<file path="src/hdl/sdl_pkg.sv">
// Purpose: shared constants, types and decode helpers of the serial
//          converter load logic (device end and host end)
// Assumes: system clock of 250 MHz on both ends
// Notes:   cycle counts are derived from nanosecond figures here

package sdl_pkg;

	// word layout
	localparam int WORD_W = 16;
	localparam int SEG_W  = 15;
	localparam int LAD_W  = 12;
	localparam int TOP_W  = 4;

	// value after reset of the converter latch: all zeros
	localparam logic [WORD_W-1:0] LATCH_RST = 16'h0000;

	// clock figures
	localparam int CLK_MHZ      = 250;
	localparam int SCLK_MAX_MHZ = 25;

	// host-side link timing, in ns
	localparam int T_CS_SETUP_NS = 15;
	localparam int T_CS_HOLD_NS  = 20;
	localparam int T_CS_GAP_NS   = 30;
	localparam int T_LOAD_PW_NS  = 30;

	// least time in ns to whole clock cycles, rounded up, never below one
	function automatic int ns_to_cyc(input int ns);
		int c;
		c = (ns * CLK_MHZ + 999) / 1000;
		return (c < 1) ? 1 : c;
	endfunction

	localparam int CNT_W = 4;
	// half period of the serial clock, rounded up so the rate stays <= max
	localparam int SCLK_HALF_I =
		(CLK_MHZ + 2 * SCLK_MAX_MHZ - 1) / (2 * SCLK_MAX_MHZ);
	localparam logic [CNT_W-1:0] SCLK_HALF_CYC = CNT_W'(SCLK_HALF_I);
	localparam logic [CNT_W-1:0] CS_SETUP_CYC  =
		CNT_W'(ns_to_cyc(T_CS_SETUP_NS));
	localparam logic [CNT_W-1:0] CS_HOLD_CYC   =
		CNT_W'(ns_to_cyc(T_CS_HOLD_NS));
	localparam logic [CNT_W-1:0] CS_GAP_CYC    =
		CNT_W'(ns_to_cyc(T_CS_GAP_NS));
	localparam logic [CNT_W-1:0] LOAD_PW_CYC   =
		CNT_W'(ns_to_cyc(T_LOAD_PW_NS));
	localparam logic [CNT_W-1:0] BIT_LAST      = 4'hf;

	localparam int FIFO_DEPTH = 16;

	// host sequencer states, gray along the frame path
	typedef enum logic [2:0] {
		ST_IDLE  = 3'b000,
		ST_SETUP = 3'b001,
		ST_SHIFT = 3'b011,
		ST_HOLD  = 3'b010,
		ST_GAP   = 3'b110,
		ST_LOAD  = 3'b111
	} sdl_state_t;

	// thermometer code of the top nibble: bit i set when top > i
	function automatic logic [SEG_W-1:0] therm_decode(
		input logic [TOP_W-1:0] top);
		logic [SEG_W-1:0] t;
		t = '0;
		for (int i = 0; i < SEG_W; i++) begin
			t[i] = (top > TOP_W'(i));
		end
		return t;
	endfunction

endpackage

</file>
<file path="src/hdl/sdl_link_if.sv">
// Purpose: three-wire serial link plus load strobe between the ends
// Assumes: host drives every wire; device only listens
// Notes:   the serial clock doubles as the device's link-domain clock

`timescale 1ns/100ps

interface sdl_link_if;
	logic sclk;
	logic din;
	logic cs_n;
	logic latch_load_strobe_n;

	modport host (
		output sclk,
		output din,
		output cs_n,
		output latch_load_strobe_n
	);

	modport dev (
		input  sclk,
		input  din,
		input  cs_n,
		input  latch_load_strobe_n
	);
endinterface

</file>
<file path="src/hdl/sdl_host.sv">
// Purpose: host end: word fifo feeding a serial link master that frames,
//          shifts and optionally strobes the converter latch
// Assumes: clk_in at 250 MHz; the serial clock is divided from it
// Notes:   the fifo fills while a frame is in flight

`timescale 1ns/100ps

module sdl_fifo #(
	parameter int WIDTH = 16,
	parameter int DEPTH = 16
) (
	input  wire logic             clk_in,
	input  wire logic             reset_in,
	input  wire logic [WIDTH-1:0] in_data_in,
	input  wire logic             in_valid_in,
	output logic                  in_ready_out,
	output logic [WIDTH-1:0]      out_data_out,
	output logic                  out_valid_out,
	input  wire logic             out_ready_in
);
	localparam int AW = $clog2(DEPTH);

	logic [WIDTH-1:0] mem [DEPTH];
	logic [AW:0]      wr_ff;
	logic [AW:0]      rd_ff;
	logic [AW:0]      nxt_wr;
	logic [AW:0]      nxt_rd;
	logic             full;
	logic             empty;
	logic             push;
	logic             pop;

	// extra pointer bit tells full from empty
	always_comb begin
		empty  = (wr_ff == rd_ff);
		full   = (wr_ff[AW] != rd_ff[AW]) &&
		         (wr_ff[AW-1:0] == rd_ff[AW-1:0]);
		push   = in_valid_in && !full;
		pop    = out_ready_in && !empty;
		nxt_wr = push ? wr_ff + 1'b1 : wr_ff;
		nxt_rd = pop ? rd_ff + 1'b1 : rd_ff;
	end

	always_ff @(posedge clk_in or posedge reset_in) begin
		if (reset_in) begin
			wr_ff <= '0;
			rd_ff <= '0;
		end else begin
			wr_ff <= nxt_wr;
			rd_ff <= nxt_rd;
		end
	end

	// storage has no reset; reads are gated by empty
	always_ff @(posedge clk_in) begin
		if (push) begin
			mem[wr_ff[AW-1:0]] <= in_data_in;
		end
	end

	assign in_ready_out  = !full;
	assign out_valid_out = !empty;
	assign out_data_out  = mem[rd_ff[AW-1:0]];
endmodule

module sdl_host
	import sdl_pkg::*;
(
	input  wire logic                       clk_in,
	input  wire logic                       reset_in,
	input  wire logic [sdl_pkg::WORD_W-1:0] word_in,
	input  wire logic                       word_valid_in,
	output logic                            word_ready_out,
	input  wire logic                       async_load_in,
	output logic                            busy_out,
	sdl_link_if.host                        link
);
	import sdl_pkg::*;

	logic [WORD_W-1:0] fifo_data;
	logic              fifo_valid;
	logic              fifo_pop;

	sdl_fifo #(
		.WIDTH (WORD_W),
		.DEPTH (FIFO_DEPTH)
	) u_fifo (
		.clk_in        (clk_in),
		.reset_in      (reset_in),
		.in_data_in    (word_in),
		.in_valid_in   (word_valid_in),
		.in_ready_out  (word_ready_out),
		.out_data_out  (fifo_data),
		.out_valid_out (fifo_valid),
		.out_ready_in  (fifo_pop)
	);

	sdl_state_t        state_ff;
	sdl_state_t        nxt_state;
	logic [CNT_W-1:0]  cnt_ff;
	logic [CNT_W-1:0]  nxt_cnt;
	logic [CNT_W-1:0]  bit_ff;
	logic [CNT_W-1:0]  nxt_bit;
	logic [WORD_W-1:0] sh_ff;
	logic [WORD_W-1:0] nxt_sh;
	logic              mode_ff;
	logic              nxt_mode;
	logic              sclk_ff;
	logic              nxt_sclk;
	logic              cs_n_ff;
	logic              nxt_cs_n;
	logic              din_ff;
	logic              nxt_din;
	logic              ld_n_ff;
	logic              nxt_ld_n;

	// only the idle sequencer drains the fifo, so back-pressure is real
	assign fifo_pop = (state_ff == ST_IDLE) && fifo_valid;

	// frame sequencer: select low, sixteen clocks, select high, gap,
	// then an optional strobe pulse in asynchronous update mode
	always_comb begin
		nxt_state = state_ff;
		nxt_cnt   = cnt_ff;
		nxt_bit   = bit_ff;
		nxt_sh    = sh_ff;
		nxt_mode  = mode_ff;
		nxt_sclk  = sclk_ff;
		nxt_cs_n  = cs_n_ff;
		nxt_din   = din_ff;
		nxt_ld_n  = ld_n_ff;
		unique case (state_ff)
			ST_IDLE: begin
				// in synchronous mode the strobe rests low
				nxt_ld_n = async_load_in;
				if (fifo_valid) begin
					nxt_mode  = async_load_in;
					nxt_ld_n  = async_load_in;
					nxt_sh    = fifo_data;
					nxt_din   = fifo_data[WORD_W-1];
					nxt_cs_n  = 1'b0;
					nxt_cnt   = CS_SETUP_CYC - 1'b1;
					nxt_state = ST_SETUP;
				end
			end
			ST_SETUP: begin
				if (cnt_ff != '0) begin
					nxt_cnt = cnt_ff - 1'b1;
				end else begin
					nxt_sclk  = 1'b1;
					nxt_bit   = '0;
					nxt_cnt   = SCLK_HALF_CYC - 1'b1;
					nxt_state = ST_SHIFT;
				end
			end
			ST_SHIFT: begin
				// half period rounded up keeps sclk at or below 25 MHz
				if (cnt_ff != '0) begin
					nxt_cnt = cnt_ff - 1'b1;
				end else if (sclk_ff) begin
					nxt_sclk = 1'b0;
					nxt_cnt  = SCLK_HALF_CYC - 1'b1;
					if (bit_ff == BIT_LAST) begin
						nxt_cnt   = CS_HOLD_CYC - 1'b1;
						nxt_state = ST_HOLD;
					end else begin
						nxt_bit = bit_ff + 1'b1;
						nxt_sh  = {sh_ff[WORD_W-2:0], 1'b0};
						nxt_din = sh_ff[WORD_W-2];
					end
				end else begin
					nxt_sclk = 1'b1;
					nxt_cnt  = SCLK_HALF_CYC - 1'b1;
				end
			end
			ST_HOLD: begin
				if (cnt_ff != '0) begin
					nxt_cnt = cnt_ff - 1'b1;
				end else begin
					nxt_cs_n  = 1'b1;
					nxt_cnt   = CS_GAP_CYC - 1'b1;
					nxt_state = ST_GAP;
				end
			end
			ST_GAP: begin
				if (cnt_ff != '0) begin
					nxt_cnt = cnt_ff - 1'b1;
				end else if (mode_ff) begin
					nxt_ld_n  = 1'b0;
					nxt_cnt   = LOAD_PW_CYC - 1'b1;
					nxt_state = ST_LOAD;
				end else begin
					nxt_state = ST_IDLE;
				end
			end
			ST_LOAD: begin
				if (cnt_ff != '0) begin
					nxt_cnt = cnt_ff - 1'b1;
				end else begin
					nxt_ld_n  = 1'b1;
					nxt_state = ST_IDLE;
				end
			end
			default: begin
				nxt_state = ST_IDLE;
				nxt_cs_n  = 1'b1;
				nxt_sclk  = 1'b0;
			end
		endcase
	end

	always_ff @(posedge clk_in or posedge reset_in) begin
		if (reset_in) begin
			state_ff <= ST_IDLE;
			cnt_ff   <= '0;
			bit_ff   <= '0;
			sh_ff    <= '0;
			mode_ff  <= 1'b1;
			sclk_ff  <= 1'b0;
			cs_n_ff  <= 1'b1;
			din_ff   <= 1'b0;
			ld_n_ff  <= 1'b1;
		end else begin
			state_ff <= nxt_state;
			cnt_ff   <= nxt_cnt;
			bit_ff   <= nxt_bit;
			sh_ff    <= nxt_sh;
			mode_ff  <= nxt_mode;
			sclk_ff  <= nxt_sclk;
			cs_n_ff  <= nxt_cs_n;
			din_ff   <= nxt_din;
			ld_n_ff  <= nxt_ld_n;
		end
	end

	// link pins straight from flip-flops, glitch free
	assign link.sclk                = sclk_ff;
	assign link.cs_n                = cs_n_ff;
	assign link.din                 = din_ff;
	assign link.latch_load_strobe_n = ld_n_ff;
	assign busy_out                 = (state_ff != ST_IDLE);
endmodule

</file>
<file path="src/flat_wrapper.sv">
// flat-port wrapper written by rule: the top's interface ports become plain ports
module sdl_host_flat import sdl_pkg::*;
  (clk_in, reset_in, word_in, word_valid_in, word_ready_out, async_load_in, busy_out, link_sclk, link_din, link_cs_n, link_latch_load_strobe_n);
  sdl_link_if link_i ();
  input  wire logic clk_in;
  input  wire logic reset_in;
  input  wire logic [sdl_pkg::WORD_W-1:0] word_in;
  input  wire logic word_valid_in;
  output logic word_ready_out;
  input  wire logic async_load_in;
  output logic busy_out;
  output wire logic [$bits(link_i.sclk)-1:0] link_sclk;
  output wire logic [$bits(link_i.din)-1:0] link_din;
  output wire logic [$bits(link_i.cs_n)-1:0] link_cs_n;
  output wire logic [$bits(link_i.latch_load_strobe_n)-1:0] link_latch_load_strobe_n;
  assign link_sclk = link_i.sclk;
  assign link_din = link_i.din;
  assign link_cs_n = link_i.cs_n;
  assign link_latch_load_strobe_n = link_i.latch_load_strobe_n;
  sdl_host u_core (.clk_in(clk_in), .reset_in(reset_in), .word_in(word_in), .word_valid_in(word_valid_in), .word_ready_out(word_ready_out), .async_load_in(async_load_in), .busy_out(busy_out), .link(link_i));
endmodule
</file>
<file path="config.mk">
export PLATFORM = sky130hd
export DESIGN_NAME = sdl_host_flat
export DESIGN_NICKNAME = d
export VERILOG_FILES = /design/src/hdl/sdl_pkg.sv /design/src/hdl/sdl_link_if.sv /design/src/hdl/sdl_host.sv /design/src/flat_wrapper.sv
export SDC_FILE = /design/constraint.sdc
export NUM_CORES = 1
export LEC_CHECK = 0
export BUFFER_PORTS_ARGS = -buffer_cell sky130_fd_sc_hd__buf_2
export CELL_PAD_IN_SITES_DETAIL_PLACEMENT = 1
export CELL_PAD_IN_SITES_GLOBAL_PLACEMENT = 1
export CORE_MARGIN = 3
export CORE_UTILIZATION = 61
export CTS_BUF_LIST = sky130_fd_sc_hd__clkbuf_4
export DETAILED_ROUTE_END_ITERATION = 16
export PLACE_DENSITY_LB_ADDON = 0.2
export SKIP_CTS_REPAIR_TIMING = 1
export SLEW_MARGIN = 5
export SYNTH_ARGS = -nofsm -noshare
export SYNTH_HDL_FRONTEND = slang
export SYNTH_SLANG_ARGS = --single-unit
</file>
<file path="constraint.sdc">
create_clock -name clk_in -period 4.7 [get_ports clk_in]
set_clock_uncertainty 0.1 [all_clocks]
set_input_delay 0.235 -clock clk_in [delete_from_list [all_inputs] [get_ports clk_in]]
set_output_delay 0.235 -clock clk_in [all_outputs]
set_load 0.02 [all_outputs]
</file>
---- Word level (Yosys, flattened, before mapping) ----
Memories as Yosys holds them, arrays and structs flattened.
Cells that the tools add are included.
storage, ports and cells
  register bits after elaboration ......... 41
  bits in writable memories ............... 256
  bits of input ports ..................... 20
  word-level logic and storage cells ...... 107
  memories kept ........................... 1
operators by class
  add/subtract/negate cells ............... 4
  equality and inequality tests ........... 21
  muxes and demuxes ....................... 43
  bitwise operators ....................... 3
  reductions and logical operators ........ 24
memory list
  name               depth  width  read ports  clocked after memory_dff  write ports  line            source
  u_core.u_fifo.mem  16     16     1           0                         1            sdl_host.sv:23  logic [WIDTH-1:0] mem [DEPTH];
operator list
  cell                 number
  $mux 15              4
  $mux 4               10
  $pmux 15 s2          1
  $mux 3               9
  $pmux 4 s5           1
  $pmux 3 s6           1
  $ne 2x2->1 const B   7
  $mux 1               12
  $add 5x1->5 const B  2
  $reduce_and 5->1     2
  $pmux 1 s3           3
  $ne 2x1->1 const B   4
  $pmux 4 s2           1
  $reduce_and 4->1     2
  $reduce_and 8->1     1
  $reduce_or 4->1      2
  $eq 3x2->1 const B   2
  $eq 3x3->1 const B   2
  $reduce_and 3->1     2
  $reduce_bool 3->1    2
  $eq 5x5->1           1
  $reduce_bool 5->1    1
  $add 4x1->4 const B  1
  $eq 4x4->1           1
  other kinds (14)     21

---- Logic depth before layout (Yosys ltp) ----
  depth after elaboration ................. 6
  depth in mapped cells ................... 9
  gate-level depth less buffers ........... 7

---- Cells and area by module ----
Synthesis repeated with hierarchy kept, for this count alone.
unflattened totals
  cell total of the unflattened synthesis .. 650
  area, all modules ....................... 12024.0 sq um
by module, submodules not included
  module    times used  cells each  area an instance (sq um)  sequential area each (sq um)
  sdl_fifo  1           480         10296.1                   7937.6
  sdl_host  1           170         1727.9                    779.5

---- Worst setup path before layout ----
No wires, ideal clock.
  path type ............................... register to register
  start ................................... reg u_core.u_fifo.rd_ff[2]
  end ..................................... mem u_core.u_fifo.mem[3][0] (enable)
  arrival ................................. 2427 ps
  path slack .............................. 1764 ps
  stages on the path, launching flop included .. 8
  buffers on the path ..................... 2
  clock period less this slack ............ 2936 ps
  path through ............................ dfrtp_1 buf_2 xor2_1 nor4_4 a21boi_1 clkbuf_1 nand2_1 nor3_1
between the ends
  word-level cells in the longest chain between the ends .. 6
RTL lines
  element                       line            source
  from (decl)                   sdl_host.sv:25  logic [AW:0] rd_ff;
  from (signal assigned)        sdl_host.sv:50  rd_ff <= nxt_rd;
  $eq 4x4->1                    sdl_host.sv:37  (wr_ff[AW-1:0] == rd_ff[AW-1:0]);
  $logic_and 1x1->1             sdl_host.sv:36  full = (wr_ff[AW] != rd_ff[AW]) &&
  $logic_not 1->1               sdl_host.sv:38  push = in_valid_in && !full;
  $logic_and 1x1->1             sdl_host.sv:38
  $mux 1                        sdl_host.sv:56  if (push) begin
  $mux 1 (not written as such)  sdl_host.sv:57  mem[wr_ff[AW-1:0]] <= in_data_in;
  to (decl)                     sdl_host.sv:23
Every way passes these cells.

---- Worst setup path after layout ----
  start ................................... reg u_core.u_fifo.rd_ff[1]
  end ..................................... reg u_core.sh_ff[8]
between the ends
  word-level cells in the longest chain between the ends .. 3
  elaborated cells on any way between the ends .. 6
RTL lines
  element                                          line             source
  $mem_v2 16x16 or $eq 5x5->1 (tied branches)      n/a
  $mux 15 or $ne 2x2->1 (tied branches)            n/a
  $pmux 15 s2 or $reduce_and 5->1 (tied branches)  n/a
  to (signal assigned)                             sdl_host.sv:227  sh_ff <= nxt_sh;
  to (decl)                                        sdl_host.sv:104  logic [WORD_W-1:0] sh_ff;
Several ways; a longest one is shown, not always the timed one. The select of a mux whose other input is x is not followed.
A chain may end at the register's enable or synchronous reset.

==> flow_summary_export.csv <==
group,metric,value,unit
outcome,outcome,"finished clean",
floorplanning,io_pins,26,
power,ir_drop,0.000406,V
layout,design_area,13700,um2
power,power_density,596,nW/um2
sta,fin_crit,3.57,ns
setup_path,cp_max_fo,43,
layout,nets,794,
detailed_routing,ant_nets,0,
detailed_routing,vias_per_cell,6.44,
floorplanning,die_h,147,um
place,place_hpwl,16.6,mm
sta,hold_viol,0,
layout,syn2layout_area_growth,12.8,%
global_route,globalRouteOverflowTotal,0,
place,place.gp.congestion,0.793,
yosys,syn_avg_cell_area,18.0,um2
layout,final_cells,1080,
clock_network,cts-buffers-inserted,73,
place,dp_cells,934,
clock_network,cts.path.max_buffers,3,
global_route,grtUsageTotal,0.292,
clock_network,tritoncts,"built",
yosys,synth_area_leaders,"edfxtp_1, mux4_2, dfrtp_1",
place,port_buffers,25,
clock_network,cts_root_buffer,"clkbuf_4",
worst_hold_path,hold_path.class,"input port to register",
clock_network,htree_levels,3,
floorplanning,die-area,21600,um2
floorplanning,num_rows,50,
yosys,syn_inst,673,
detailed_routing,drc_errors,0,
clock_network,clock_latency,0.70,ns
sta,finalSetupViolCount,0,
place,postPlaceCellArea,12500,um2
floorplanning,coreArea,19100,um2
sta,slew_viol_final,0,
yosys,synth_seq_area_share,0.719,
sta,max_freq,280,MHz
layout,drive_gt1_frac,0.287,
global_route,antenna_found_initial,1,
global_route,grt_use_met1,0.369,
detailed_routing,wl_per_cell,29.9,um
global_route,grt_max_degree,44,
global_route,use_met3,0.0685,
yosys,synth_warnings,0,
yosys,synth_common_cells,"edfxtp_1, mux2i_1, mux4_2",
sta,post-route-period-util,0.760,
detailed_routing,first_pass_iters,5,
yosys,synth_ff_type,"edfxtp_1",
yosys,synth.most_common_cell,"edfxtp_1",
yosys,synth_cell_types,55,
yosys,yosysTopAreaCell,"edfxtp_1",
sta,hold_ws,0.0501,ns
detailed_routing,drt_iter0_drc,710,
floorplanning,dieWidth,147,um
sta,rsz0062_at_grt,"false",
power,p_leak,4.78,nW
floorplanning,start_util,0.635,
detailed_routing,wirelength,32.3,mm
setup_path,end_kind,"register",
detailed_routing,route.vias.total,6954,
setup_path,cp-start-kind,"register",
yosys,synth_edf_count,256,
sta,setup_tns,0,ns
global_route,first_global_vias,7480,
clock_network,cts.sinks,297,
job,max-cap-violations,0,
setup_path,required,5.14,ns
yosys,synthArstFlopShare,0.138,
global_route,use_met2,0.499,
yosys,synthesis.nets,700,
sta,maxSlewHeadroom,0.214,
sta,tightest_slew,1.15,ns
setup_path,crit_type,"register to register",
yosys,ys_seq_elements,297,
power,power,0.00816,W
clock_network,clk_transition_reported_paths,0.07,ns
yosys,yosys.area.top_type_share,0.634,
setup_path,arrival,4.01,ns
global_route,grt_pass1_wl,46.3,mm
global_route,grt_busiest_layer,"met2",
yosys,post_synth_instance_area,12100,um2
-- state kept, by name, summed over array words and instances, names as in the netlist --
signal	flops
u_core.bit_ff	4
u_core.cnt_ff	4
u_core.link.cs_n	1
u_core.link.din	1
u_core.link.latch_load_strobe_n	1
u_core.link.sclk	1
u_core.mode_ff	1
u_core.sh_ff	15
u_core.state_ff	3
u_core.u_fifo.mem	256
u_core.u_fifo.rd_ff	5
u_core.u_fifo.wr_ff	5
-- metrics by stage --
stage                     utilization  setup slack (ns)
after floorplan                     -              1.76
after global placement          0.655              1.25
after detailed placement        0.655              1.21
after CTS                       0.707              1.15
after global routing            0.717              1.01
final                           0.717              1.13
-- path summary, 6_finish.rpt --
path	startpoint	end	slack, ns	cells after the start
worst max-delay path	u_core.u_fifo.rd_ff[1]	u_core.sh_ff[8]	1.13	6
worst min-delay path	word_valid_in	u_core.u_fifo.wr_ff[0]	0.05	4
worst max register to register	u_core.u_fifo.rd_ff[1]	u_core.sh_ff[8]	1.13	6
worst min register to register	u_core.bit_ff[2]	u_core.bit_ff[2]	0.42	1
max in group asynchronous	reset_in	u_core.u_fifo.rd_ff[1]	3.92	4
min in group asynchronous	reset_in	u_core.u_fifo.rd_ff[0]	0.15	4
-- kinds of logic after synthesis --
group / synth area share
flip-flops: 0.719
AND/OR/NAND/NOR: 0.0448
AO/OA/AOI/OAI: 0.0640
multiplexers: 0.133
XOR/XNOR: 0.0101
buffers and inverters: 0.0213
adder cells (fa/ha/maj): 0.00723
-- layer usage --
| metal | wire [um] | up-vias |
|---|---|---|
| li1 | - | 2928 |
| met4 | 1380 | 0 |
| met1 | 12100 | 3582 |
| met2 | 16600 | 350 |
| met5 | 0 | - |
| met3 | 2200 | 94 |
-- critical path: stages (launching register included) --
cell	delay, ns
dfrtp_4	0.93
buf_12	0.38
mux4_2	0.56
mux2i_1	0.23
nor2_1	0.07
a2111oi_0	0.91
o31ai_1	0.15
-- final cells by class --
class	count	area, um2
diodes	1	2.50
clock buffers	107	803
clock inverters	20	190
fillers	1584	5410
inverters	8	30.0
multi-input cells	326	3150
flip-flops and latches	297	8720
well taps	260	325
repair buffers	61	453
-- power by group --
group	switching, W	internal [W]	total (W)
clock network	0.00110	0.00127	0.00236
logic	0.00128	0.000900	0.00218
registers	0.000360	0.00325	0.00361
-- layout by cell type, fill, tap and decap left out, types with 7 or more instances in the layout --
master,n
ha_1,7
inv_1,7
clkinv_1,13
xor2_1,8
buf_2,25
a2111oi_0,7
a21oi_1,10
o31ai_2,9
o22ai_1,15
mux4_2,47
and3_1,17
a2111oi_2,7
dfrtp_1,36
nor2_1,36
mux2i_1,50
nand2_1,15
buf_4,17
dlygate4sd3_1,18
o31ai_1,8
edfxtp_1,256
clkbuf_4,107
o21ai_0,23
(Power assumes the default switching activity.)
